### config.mk
export PLATFORM = sky130hd
export DESIGN_NAME = mcr_regs
export DESIGN_NICKNAME = d
export VERILOG_FILES = /design/src/mcr_pkg.sv /design/src/mcr_sync.sv /design/src/mcr_regs.sv
export SDC_FILE = /design/constraint.sdc
export NUM_CORES = 1
export LEC_CHECK = 0
export BUFFER_PORTS_ARGS = -buffer_cell sky130_fd_sc_hd__buf_2
export CAP_MARGIN = 10
export CORE_ASPECT_RATIO = 0.5
export CORE_MARGIN = 4
export CORE_UTILIZATION = 60
export CTS_BUF_LIST = sky130_fd_sc_hd__clkbuf_4 sky130_fd_sc_hd__clkbuf_8 sky130_fd_sc_hd__clkbuf_16
export CTS_CLUSTER_SIZE = 12
export DETAILED_ROUTE_END_ITERATION = 7
export PLACE_DENSITY = 0.79
export SETUP_SLACK_MARGIN = 0.1
export SLEW_MARGIN = 20
export SYNTH_ARGS = -nofsm -noshare
export SYNTH_HDL_FRONTEND = slang
export SYNTH_SLANG_ARGS = --single-unit
### constraint.sdc
create_clock -name clk -period 2.5 [get_ports clk]
set_input_delay 0.125 -clock clk [delete_from_list [all_inputs] [get_ports clk]]
set_output_delay 0.125 -clock clk [all_outputs]
set_load 0.05 [all_outputs]
### src/mcr_pkg.sv
/*
  Constants, field layouts and carrier types for the margin and protection
  configuration register bank.
  Assumes a single 40 MHz system clock and a two-wire serial bus slave.
*/
package mcr_pkg;

  // Register address bytes
  localparam logic [7:0] MCR_ADR_MARGIN  = 8'h00;
  localparam logic [7:0] MCR_ADR_PROTCFG = 8'h01;

  // Slave address: upper six bits fixed, lowest bit from the strap
  localparam logic [5:0] MCR_DEV_ADDR_HI = 6'h23;

  // Reset values of both registers
  localparam logic [7:0] MCR_MARGIN_RST  = 8'h00;
  localparam logic [7:0] MCR_PROTCFG_RST = 8'h00;

  // Field positions
  localparam int MCR_OFFSET_LSB   = 0;
  localparam int MCR_FREQ_LSB     = 0;
  localparam int MCR_OVP_BIT      = 3;
  localparam int MCR_DEADTIME_LSB = 4;

  // Margin step, in microvolts
  localparam int MCR_OFFSET_STEP_UV = 12500;

  // Byte and burst counts
  localparam logic [3:0] MCR_BITS_PER_BYTE = 4'h8;
  localparam logic [1:0] MCR_BURST_FROM_0  = 2'h2;
  localparam logic [1:0] MCR_BURST_SINGLE  = 2'h1;

  // Cycles after reset release before the address strap is sampled
  localparam logic [1:0] MCR_STRAP_DELAY = 2'h3;

  // Switching frequency shift codes
  typedef enum logic [2:0] {
    MCR_FREQ_NOMINAL = 3'h0,
    MCR_FREQ_MINUS15 = 3'h1,
    MCR_FREQ_MINUS30 = 3'h2,
    MCR_FREQ_PLUS15  = 3'h3,
    MCR_FREQ_PLUS30  = 3'h4
  } mcr_freq_t;

  // Adaptive dead-time detection schemes
  typedef enum logic [1:0] {
    MCR_DT_PHASE_NODE = 2'h0,
    MCR_DT_LOW_GATE   = 2'h1
  } mcr_deadtime_t;

  typedef struct packed {
    logic [1:0] ignored;
    logic [5:0] offset_code;
  } mcr_margin_t;

  typedef struct packed {
    logic [1:0] ignored;
    logic [1:0] deadtime_sel;
    logic       overvoltage_level_sel;
    logic [2:0] freq_sel;
  } mcr_protcfg_t;

  typedef struct packed {
    mcr_margin_t  margin_register;
    mcr_protcfg_t protection_config_register;
  } mcr_cfg_t;

  // Bus engine states
  typedef enum logic [3:0] {
    MCR_ST_IDLE    = 4'h0,
    MCR_ST_DEV     = 4'h1,
    MCR_ST_DEV_ACK = 4'h2,
    MCR_ST_REGADR  = 4'h3,
    MCR_ST_REG_ACK = 4'h4,
    MCR_ST_WR      = 4'h5,
    MCR_ST_WR_ACK  = 4'h6,
    MCR_ST_RD      = 4'h7,
    MCR_ST_RD_ACK  = 4'h8
  } mcr_state_t;

endpackage

### src/mcr_sync.sv
/*
  Two-stage synchroniser for a group of asynchronous levels.
  Assumes inputs are quasi-static levels; no pulse narrower than a clock.
*/
`timescale 1ns/1ps
`default_nettype none

module mcr_sync #(
  parameter int W = 1
) (
  // Clock and reset
  input  wire logic         clk,
  input  wire logic         rst_n,
  // Levels
  input  wire logic [W-1:0] async_in,
  output logic      [W-1:0] sync_out
);

  logic [W-1:0] meta_q;
  logic [W-1:0] meta_d;
  logic [W-1:0] sync_q;
  logic [W-1:0] sync_d;

  // First stage feeds only the second
  always_comb begin
    meta_d = async_in;
    sync_d = meta_q;
  end

  always_ff @(posedge clk or negedge rst_n) begin
    if (!rst_n) begin
      meta_q <= '0;
      sync_q <= '0;
    end else begin
      meta_q <= meta_d;
      sync_q <= sync_d;
    end
  end

  assign sync_out = sync_q;

endmodule

`default_nettype wire

### src/mcr_regs.sv
/*
  Margin and protection configuration register bank with its two-wire
  serial slave. Writes are staged and applied at the stop condition.
  Assumes rst_n is the power-on reset, asserted below the falling supply
  threshold; scl, sda, the reset-pin comparator and the strap are async.
*/
// Behaviour
// Both registers zero after power-up
// Bus writes accepted any time after power-up
// Supply below falling threshold clears both registers
// Reset pin low clears both registers
// Clears never stop regulation nor restart soft-start
// Margin code bits 5:0, 12.5 mV steps
// Dead-time 5:4, overvoltage bit 3, frequency 2:0
// Frequency codes nominal, -15, -30, +15, +30
// Overvoltage bit: default clear, alternate set
// Dead-time 00 phase node, 01 low gate
// Master shifts frequency in 15% steps
// Register address 00 margin, 01 protection config
// Second byte after address 00 goes to 01
// Master sets address then stops before reading
// New values applied at write stop
// Reset pin synchronised before clearing registers
`timescale 1ns/1ps
`default_nettype none

module mcr_regs (
  // Clock and power-on reset
  input  wire logic              clk,
  input  wire logic              rst_n,
  // Serial bus, open drain data
  input  wire logic              scl_in,
  input  wire logic              sda_in,
  output logic                   sda_out,
  output logic                   sda_oe,
  // Soft-start/reset/address pin
  input  wire logic              ss_pin_below_thr,
  input  wire logic              ss_pin_strap_high,
  // Configuration to the regulator
  output mcr_pkg::mcr_cfg_t      cfg
);

  logic [3:0] sync_o;
  logic       scl_s;
  logic       sda_s;
  logic       pin_low_s;
  logic       strap_s;

  mcr_sync #(.W(4)) u_sync (
    .clk      (clk),
    .rst_n    (rst_n),
    .async_in ({scl_in, sda_in, ss_pin_below_thr, ss_pin_strap_high}),
    .sync_out (sync_o)
  );

  assign {scl_s, sda_s, pin_low_s, strap_s} = sync_o;

  mcr_pkg::mcr_state_t st_q,    st_d;
  mcr_pkg::mcr_cfg_t   cfg_q,   cfg_d;
  logic [7:0]          sh_q,    sh_d;
  logic [7:0]          stg0_q,  stg0_d;
  logic [7:0]          stg1_q,  stg1_d;
  logic [3:0]          cnt_q,   cnt_d;
  logic [1:0]          nwr_q,   nwr_d;
  logic [1:0]          lim_q,   lim_d;
  logic [1:0]          dly_q,   dly_d;
  logic                ptr_q,   ptr_d;
  logic                rw_q,    rw_d;
  logic                mack_q,  mack_d;
  logic                wr0_q,   wr0_d;
  logic                wr1_q,   wr1_d;
  logic                oe_q,    oe_d;
  logic                a0_q,    a0_d;
  logic                cap_q,   cap_d;
  logic                scl_p_q, sda_p_q;
  logic                scl_rise, scl_fall, start_c, stop_c;
  logic [7:0]          rd_cur,  rd_last;

  // Read-back of the register a pointer selects
  function automatic logic [7:0] rd_byte(input logic p, input mcr_pkg::mcr_cfg_t c);
    rd_byte = p ? c.protection_config_register : c.margin_register;
  endfunction

  // Bytes offered to a reader: at the pointer, and the parked last register
  assign rd_cur  = rd_byte(ptr_q, cfg_q);
  assign rd_last = rd_byte(1'b1, cfg_q);

  // Bus line events; held off until the sync reset zeros have flushed
  always_comb begin
    scl_rise = cap_q & scl_s & ~scl_p_q;
    scl_fall = cap_q & ~scl_s & scl_p_q;
    start_c  = cap_q & scl_s & scl_p_q & sda_p_q & ~sda_s;
    stop_c   = cap_q & scl_s & scl_p_q & ~sda_p_q & sda_s;
  end

  // Next-state logic of the bus engine and the register bank
  always_comb begin
    st_d   = st_q;
    cfg_d  = cfg_q;
    sh_d   = sh_q;
    stg0_d = stg0_q;
    stg1_d = stg1_q;
    cnt_d  = cnt_q;
    nwr_d  = nwr_q;
    lim_d  = lim_q;
    ptr_d  = ptr_q;
    rw_d   = rw_q;
    mack_d = mack_q;
    wr0_d  = wr0_q;
    wr1_d  = wr1_q;
    oe_d   = oe_q;
    // Strap caught once, a few cycles after release so the sync has settled
    dly_d  = (dly_q == mcr_pkg::MCR_STRAP_DELAY) ? dly_q : dly_q + 2'h1;
    cap_d  = cap_q | (dly_q == mcr_pkg::MCR_STRAP_DELAY);
    a0_d   = (!cap_q && dly_q == mcr_pkg::MCR_STRAP_DELAY) ? strap_s : a0_q;
    if (start_c) begin
      st_d  = mcr_pkg::MCR_ST_DEV;
      cnt_d = 4'h0;
      oe_d  = 1'b0;
    end else if (stop_c) begin
      st_d = mcr_pkg::MCR_ST_IDLE;
      oe_d = 1'b0;
      // Staged bytes reach the regulator only now
      if (wr0_q) cfg_d.margin_register = stg0_q;
      if (wr1_q) cfg_d.protection_config_register = stg1_q;
      wr0_d = 1'b0;
      wr1_d = 1'b0;
    end else begin
      case (st_q)
        mcr_pkg::MCR_ST_DEV, mcr_pkg::MCR_ST_REGADR, mcr_pkg::MCR_ST_WR: begin
          if (scl_rise && cnt_q < mcr_pkg::MCR_BITS_PER_BYTE) begin
            sh_d  = {sh_q[6:0], sda_s};
            cnt_d = cnt_q + 4'h1;
          end else if (scl_fall && cnt_q == mcr_pkg::MCR_BITS_PER_BYTE) begin
            cnt_d = 4'h0;
            st_d  = mcr_pkg::MCR_ST_IDLE;
            if (st_q == mcr_pkg::MCR_ST_DEV) begin
              if (sh_q[7:1] == {mcr_pkg::MCR_DEV_ADDR_HI, a0_q}) begin
                rw_d = sh_q[0];
                oe_d = 1'b1;
                st_d = mcr_pkg::MCR_ST_DEV_ACK;
              end
            end else if (st_q == mcr_pkg::MCR_ST_REGADR) begin
              // Only the two register addresses are acknowledged
              if (sh_q == mcr_pkg::MCR_ADR_MARGIN || sh_q == mcr_pkg::MCR_ADR_PROTCFG) begin
                ptr_d = sh_q[0];
                lim_d = sh_q[0] ? mcr_pkg::MCR_BURST_SINGLE : mcr_pkg::MCR_BURST_FROM_0;
                nwr_d = 2'h0;
                oe_d  = 1'b1;
                st_d  = mcr_pkg::MCR_ST_REG_ACK;
              end
            end else if (nwr_q < lim_q) begin
              // Data staged; the pointer moves on so a second byte hits 01
              if (ptr_q) begin
                stg1_d = sh_q;
                wr1_d  = 1'b1;
              end else begin
                stg0_d = sh_q;
                wr0_d  = 1'b1;
              end
              ptr_d = 1'b1;
              nwr_d = nwr_q + 2'h1;
              oe_d  = 1'b1;
              st_d  = mcr_pkg::MCR_ST_WR_ACK;
            end
          end
        end
        mcr_pkg::MCR_ST_DEV_ACK, mcr_pkg::MCR_ST_REG_ACK, mcr_pkg::MCR_ST_WR_ACK: begin
          if (scl_fall) begin
            oe_d = 1'b0;
            if (st_q != mcr_pkg::MCR_ST_DEV_ACK) begin
              st_d = mcr_pkg::MCR_ST_WR;
            end else if (rw_q) begin
              // Read starts at the pointer as the last write left it
              sh_d  = rd_cur;
              oe_d  = ~rd_cur[7];
              cnt_d = 4'h1;
              st_d  = mcr_pkg::MCR_ST_RD;
            end else begin
              st_d = mcr_pkg::MCR_ST_REGADR;
            end
          end
        end
        mcr_pkg::MCR_ST_RD: begin
          if (scl_fall) begin
            if (cnt_q < mcr_pkg::MCR_BITS_PER_BYTE) begin
              sh_d  = {sh_q[6:0], 1'b0};
              oe_d  = ~sh_q[6];
              cnt_d = cnt_q + 4'h1;
            end else begin
              oe_d   = 1'b0;
              mack_d = 1'b0;
              st_d   = mcr_pkg::MCR_ST_RD_ACK;
            end
          end
        end
        mcr_pkg::MCR_ST_RD_ACK: begin
          if (scl_rise) begin
            mack_d = ~sda_s;
            if (sda_s) st_d = mcr_pkg::MCR_ST_IDLE;
          end else if (scl_fall && mack_q) begin
            // Pointer parks on the last register; further reads repeat it
            ptr_d = 1'b1;
            sh_d  = rd_last;
            oe_d  = ~rd_last[7];
            cnt_d = 4'h1;
            st_d  = mcr_pkg::MCR_ST_RD;
          end
        end
        default: begin
          st_d = mcr_pkg::MCR_ST_IDLE;
        end
      endcase
    end
    // Pin clear wins over a pending apply; it touches only this bank
    if (pin_low_s) begin
      cfg_d.margin_register            = mcr_pkg::MCR_MARGIN_RST;
      cfg_d.protection_config_register = mcr_pkg::MCR_PROTCFG_RST;
      wr0_d = 1'b0;
      wr1_d = 1'b0;
    end
  end

  // Power-on reset clears all but the line history, preset high; bus held off only for the strap delay
  always_ff @(posedge clk or negedge rst_n) begin
    if (!rst_n) begin
      st_d_reg_reset: begin
        st_q    <= mcr_pkg::MCR_ST_IDLE;
        cfg_q   <= {mcr_pkg::MCR_MARGIN_RST, mcr_pkg::MCR_PROTCFG_RST};
        sh_q    <= 8'h00;
        stg0_q  <= 8'h00;
        stg1_q  <= 8'h00;
        cnt_q   <= 4'h0;
        nwr_q   <= 2'h0;
        lim_q   <= 2'h0;
        dly_q   <= 2'h0;
        ptr_q   <= 1'b0;
        rw_q    <= 1'b0;
        mack_q  <= 1'b0;
        wr0_q   <= 1'b0;
        wr1_q   <= 1'b0;
        oe_q    <= 1'b0;
        a0_q    <= 1'b0;
        cap_q   <= 1'b0;
        scl_p_q <= 1'b1;
        sda_p_q <= 1'b1;
      end
    end else begin
      st_q    <= st_d;
      cfg_q   <= cfg_d;
      sh_q    <= sh_d;
      stg0_q  <= stg0_d;
      stg1_q  <= stg1_d;
      cnt_q   <= cnt_d;
      nwr_q   <= nwr_d;
      lim_q   <= lim_d;
      dly_q   <= dly_d;
      ptr_q   <= ptr_d;
      rw_q    <= rw_d;
      mack_q  <= mack_d;
      wr0_q   <= wr0_d;
      wr1_q   <= wr1_d;
      oe_q    <= oe_d;
      a0_q    <= a0_d;
      cap_q   <= cap_d;
      scl_p_q <= scl_s;
      sda_p_q <= sda_s;
    end
  end

  // Fields decode as in the package layout
  assign cfg     = cfg_q;
  assign sda_oe  = oe_q;
  assign sda_out = 1'b0;
endmodule

`default_nettype wire

### Word-level counts from Yosys, hierarchy flattened

Index checks and enable logic that the tools add are counted.

| storage, ports and cells | value |
|---|---|
| flip-flop bits (word level) | 72 |
| latch bits | 0 |
| memory bits (writable) | 0 |
| ROM bits | 0 |
| input bits | 6 |
| output and inout port bits | 18 |
| word-level logic and storage cells | 244 |
| memories | 0 |

| operators by class | value |
|---|---|
| add/subtract/negate cells | 3 |
| multipliers | 0 |
| div/mod/pow operators | 0 |
| order comparisons | 2 |
| equality and inequality tests | 55 |
| shift operators | 0 |
| mux-type cells | 98 |
| bitwise logic cells | 23 |
| reduce and logical (&&, ||, !) cells | 37 |

Operators by type and width:

| kind | count |
|---|---|
| $mux 4 | 23 |
| $mux 8 | 11 |
| $mux 16 | 3 |
| $mux 1 | 46 |
| $ne 4x4->1 const B | 8 |
| $pmux 4 s4 | 2 |
| $pmux 8 s4 | 1 |
| $reduce_and 8->1 | 4 |
| $reduce_and 10->1 | 3 |
| $ne 2x2->1 const B | 14 |
| $ne 3x3->1 const B | 9 |
| $reduce_and 9->1 | 2 |
| $eq 4x3->1 const B | 4 |
| $reduce_and 7->1 | 2 |
| $not 1->1 | 13 |
| $mux 3 | 4 |
| $ne 6x6->1 const B | 2 |
| $reduce_bool 2->1 | 6 |
| $reduce_bool 3->1 | 4 |
| $reduce_and 11->1 | 1 |
| $mux 2 | 5 |
| $ne 5x5->1 const B | 2 |
| $and 1x1->1 | 9 |
| $ne 3x2->1 const B | 3 |
| 27 further kinds | 37 |

### Logic depth before layout (Yosys ltp)

| logic depth | value |
|---|---|
| depth after elaboration | 10 |
| mapped depth | 9 |
| mapped depth without buffers | 7 |

### Hierarchy

A second synthesis with hierarchy kept.

| unflattened totals | value |
|---|---|
| cell total of the unflattened synthesis | 352 |
| area total of the unflattened synthesis | 3663.5 um2 |

Modules (own cells, without submodules):

| module | times used | cells an instance | area an instance (um2) | sequential area each (um2) |
|---|---|---|---|---|
| mcr_regs | 1 | 344 | 3463.3 | 1604.0 |
| mcr_sync | 1 | 8 | 200.2 | 200.2 |

### Least setup slack after synthesis

OpenSTA, ideal clock, no wires.

| timing | value |
|---|---|
| path kind | register to register |
| start | reg st_q[0] |
| end | reg sh_q[1] |
| library setup time | 127 ps |
| arrival time | 2002 ps |
| data required time | 2373 ps |
| path slack | 371 ps |
| cell stages (with the launch flop) | 10 |
| buffers on the path | 3 |
| period minus slack after synthesis | 2129 ps |
| cells stage by stage | dfrtp_1 buf_6 nor4b_4 nand3_2 o21a_1 or4_1 buf_2 buf_6 nand2_1 o21ai_2 |

| on the way | value |
|---|---|
| longest elaborated chain between the ends | 4 |
| elaborated cells between the ends (all ways) | 22 |
| classes of those cells | 17 x eq/ne; 1 x mux; 4 x reduce/logical |

RTL lines:

| element | RTL line | text |
|---|---|---|
| start: declaration | mcr_regs.sv:58 | `mcr_pkg::mcr_state_t st_q, st_d;` |
| start signal: assignment | mcr_regs.sv:228 | `st_q <= mcr_pkg::MCR_ST_IDLE;` |
| start signal: assignment | mcr_regs.sv:249 | `st_q <= st_d;` |
| $eq 4x2->1, or another cell as far along | mcr_regs.sv:129 | `case (st_q)` |
| $reduce_or 3->1 | mcr_regs.sv:129 |  |
| $reduce_bool 4->1 (no source line) / $ne 2x2->1 (equally long branches) | n/a |  |
| $reduce_and 11->1 (no source line) | n/a |  |
| end signal: assignment | mcr_regs.sv:230 | `sh_q <= 8'h00;` |
| end signal: assignment | mcr_regs.sv:251 | `sh_q <= sh_d;` |
| end: declaration | mcr_regs.sv:60 | `logic [7:0] sh_q, sh_d;` |

Parallel ways exist; a longest one is shown, timed or not.
A chain may end at the register's enable or synchronous reset.

### Final worst setup path

| timing | value |
|---|---|
| start | reg st_q[0] |
| end | reg st_q[2] |

| on the way | value |
|---|---|
| longest elaborated chain between the ends | 8 |
| elaborated cells between the ends (all ways) | 28 |
| classes of those cells | 16 x eq/ne; 9 x mux; 3 x reduce/logical |

RTL lines:

| element | RTL line | text |
|---|---|---|
| $eq 4x2->1 | mcr_regs.sv:129, mcr_regs.sv:143 |  |
| $mux 4 | mcr_regs.sv:143 | `end else if (st_q == mcr_pkg::MCR_ST_REGADR) begin` |
| $mux 4 | mcr_regs.sv:137 | `if (st_q == mcr_pkg::MCR_ST_DEV) begin` |
| $mux 4 | mcr_regs.sv:134 | `end else if (scl_fall && cnt_q == mcr_pkg::MCR_BITS_PER_BYTE) begin` |
| $mux 4 | mcr_regs.sv:131 | `if (scl_rise && cnt_q < mcr_pkg::MCR_BITS_PER_BYTE) begin` |
| $pmux 4 s4 | mcr_regs.sv:129 |  |
| $mux 4 | mcr_regs.sv:120 | `end else if (stop_c) begin` |
| $mux 4 | mcr_regs.sv:116 | `if (start_c) begin` |

Parallel ways exist; a longest one is shown, timed or not. The select of a mux whose other input is x is not followed.

==> impl_results.md <==
* Status: complete, no violations
* CTS buffer count at 9
* Worst path required time at approximately 2700 ps
* Crit path time final at between 2000 and 2500 ps
* Worst-margin pin slew at about 760 ps
* Met3 WL at between 600 and 700 um
* ANT cells at 0
* Layout cells sized above 1 at 25.3%
* Setup CP Type: reg -> reg
* Pin count of the biggest net entering global routing at 73
* Placed cells at 415
* Post-DP HPWL at between 5 and 6 mm
* Row cnt at 19
* Final WL at 8.48 mm
* Initial Util at between 60 and 70%
* Asr flop ratio synth at 100%
* Initial antenna violation count at 0
* Gate Count Post-Synth at roughly 320
* Final worst slack at 274 ps
* Crit-path max cell delay at 440 ps
* Yosys cell types at 53
* GRT Util Overall at between 20% and 30%
* Primary FF master, synth: dfrtp_1
* Worst-case clock skew at 4.52 ps
* Core ar. at around 0.0055 sq mm
* Grt ovf at 0
* Normalized max-slew margin at a little under 50%
* CTS tree: built
* CTS max path bufs at 2
* Sequential area share after synthesis at between 50 and 60%
* Full die area at 0.00708 sq mm
* Die Y-Extent at a little over 60 um
* P_leak at ~1.9 nW
* Post-synth EDFFs at 0
* Pwr/cell area at a little under 700 mW/mm^2
* F_max at ~450 MHz
* Final setup fails at 0
* Syn Area/Cell at around 11 sq um
* Post-synth top area share at roughly half
* Pre-CTS setup slack at 155 ps
* Post-synth net total at between 300 and 400
* Nets@finish at 370
* Delay-heaviest family, CP: simple AND/OR/NAND/NOR gates
* Vias in the first global route at roughly 2800
* R2r setup slk at approximately 270 ps
* Worst min-delay path class: in -> async
* Critical Path End Type: flip-flop
* Crit path cell chain: buf_4 > nor2b_1 > and2_1 > a2bb2oi_1 > o221ai_1 > mux2_2
* Drt pass-1 iters at 5
* RSZ-0062 raised after global routing: false
* Clock sink count at just over 70
* M1 wire length at roughly 3.5 mm
* CP Max Fanout at 15
* MaxCap Viol Count at 0
* Clock-pin slew on the worst setup and hold paths at 50 ps
* Startpoint Class: flip-flop
* Met2 routed WL at slightly above 4 mm
* # port buffers at 22
* Antenna Violating Nets Remaining at 0
* Routed vias/inst at 6.36
* CP max-delay cell: o221ai_1
* Critical path buffers and inverters at 1
* H-tree Lvls at 3
* Reg-to-Reg End: st_q[2]
* Fin Setup TNS at 0 ps
* Final non-filler cell total at between 400 and 500
* Synth Register Bits at between 70 and 80
* Area growth, synth to finish at 18.7%
* VDD IR-drop max at between 0.6 and 0.7 mV
* GP Congestion at between 0.9 and 1
* Crit Reg-Reg Startpoint: st_q[0]
* Clock Latency Late Sink at 330 ps
* Tcrit/Tclk final at 89.0%
* Synth area leader: dfrtp_1
* Final Hold Fails at 0
* DRC viols at 0
* Total number of vias at around 2800
* Clock root cell: clkbuf_16
* Fin. max-slew vios at 0
* CP arrival at around 2400 ps
* R2R depth at 6
* Iteration-0 DRC Markers at approximately 250
* Wire per inst at 19.4 um
* Max Used Layer: met4
* First-pass GRT wire length at between 10 and 15 mm
* Die Width at roughly 120 um
* Boundary Pins at 24
* Synth top area cells: dfrtp_1 (51%), mux2_2 (8.2%), nand2_1 (3.6%)
* Post-Synthesis Cell Area at 0.00344 sq mm
* YS warnings at 0
==> through the flow <==
stage | util (%) | hold slack (ps) | power (mW) | instance area (sq um)
2_1_floorplan | - | -171 | 1.39 | 3440
3_3_place_gp | 66.9 | 167 | 1.47 | 3690
3_5_place_dp | 66.9 | 176 | 1.48 | 3690
4_1_cts | 73.6 | 353 | 2.85 | 4060
5_1_grt | 74.0 | 373 | 2.93 | 4080
6_report | 74.0 | 346 | 2.82 | 4080
==> cells in the mapped netlist, drive strengths merged, types with 5 or more instances <==
| master | n |
|---|---|
| mux2 | 25 |
| dfrtp | 70 |
| nand2b | 9 |
| inv | 5 |
| nand2 | 33 |
| a22o | 8 |
| nor2 | 18 |
| buf | 8 |
| clkbuf | 6 |
| o21ai | 19 |
| a222oi | 7 |
| nand3 | 13 |
| a21oi | 22 |
| nor3 | 9 |
==> how the worst max path moves through the flow <==
| stage | end | slack (ps) | start | cells after the start |
|---|---|---|---|---|
| 3_5_place_dp | cnt_q[2] | 150 | st_q[2] | 6 |
| 6_report | st_q[2] | 270 | st_q[0] | 6 |
| 5_1_grt | cnt_q[0] | 120 | st_q[1] | 7 |
| 3_3_place_gp | cnt_q[1] | 330 | st_q[1] | 7 |
| 2_1_floorplan | sh_q[1] | 370 | st_q[0] | 9 |
| 4_1_cts | cnt_q[2] | 130 | st_q[2] | 6 |
==> registers in the layout, indices dropped and copies added (netlist names), 2 cells and up <==
signal / count
st_q: 4
u_sync.meta_q: 4
sh_q: 8
cfg: 16
stg0_q: 8
lim_q: 2
dly_q: 2
u_sync.sync_out: 4
cnt_q: 4
stg1_q: 8
nwr_q: 2
==> repair_timing <==
action                                  CTS  global route
endpoints found under the setup margin    0             4
hold endpoints to repair                 74             0
hold buffers                              5             0
resized for setup                         0             2
setup buffers                             0             2
==> where the power goes <==
part | internal [mW] | switching (mW) | total, mW
logic | 0.0763 | 0.116 | 0.192
registers | 1.21 | 0.0671 | 1.28
clock network | 0.873 | 0.478 | 1.35
total | 2.16 | 0.661 | 2.82
==> tightest hold or removal path: stages <==
cell           delay (ps)
dlygate4sd3_1         520
buf_2                 120
buf_12                310
==> final cells by class <==
type | instances | area, sq um
Sequential cell | 72 | 1800
Multi-Input combinational cell | 228 | 1550
Fill cell | 375 | 1430
Timing Repair Buffer | 44 | 300
Clock buffer | 9 | 225
Clock inverter | 6 | 93.8
Tap cell | 73 | 91.3
Inverter | 5 | 18.8
==> kinds of logic (layout without fill, tap and decap cells) <==
family          Yosys count  count (layout)  share of synthesized area, %
flops                    72              72                          52.5
other cells               1               1                         0.109
xor+xnor                  2               2                         0.509
simple gates            111             111                          17.2
mux                      29              29                          9.35
fa+ha+maj                 4               4                          1.46
buf+inv                  19              64                          2.76
compound gates           81              81                          16.2
==> cells in the final DEF, fill, tap and decap left out, types with 5 or more instances in the layout <==
| cell | count |
|---|---|
| o21ai_1 | 6 |
| buf_4 | 16 |
| a22o_1 | 8 |
| nor2_1 | 18 |
| clkbuf_16 | 9 |
| nand2b_1 | 9 |
| a222oi_1 | 7 |
| mux2_2 | 25 |
| dlygate4sd3_1 | 5 |
| a21oi_1 | 22 |
| dfrtp_1 | 70 |
| o21ai_0 | 11 |
| inv_1 | 5 |
| buf_2 | 22 |
| nand3_1 | 11 |
| nand2_1 | 33 |
| nor3_1 | 7 |
==> routing by layer <==
layer	GRT usage (%)	vias to the layer above
li1	-	1262
met1	33.7	1384
met2	45.3	120
met3	8.73	14
met4	9.20	0
met5	0	-
Note: power is estimated with default switching activity, not from simulation.
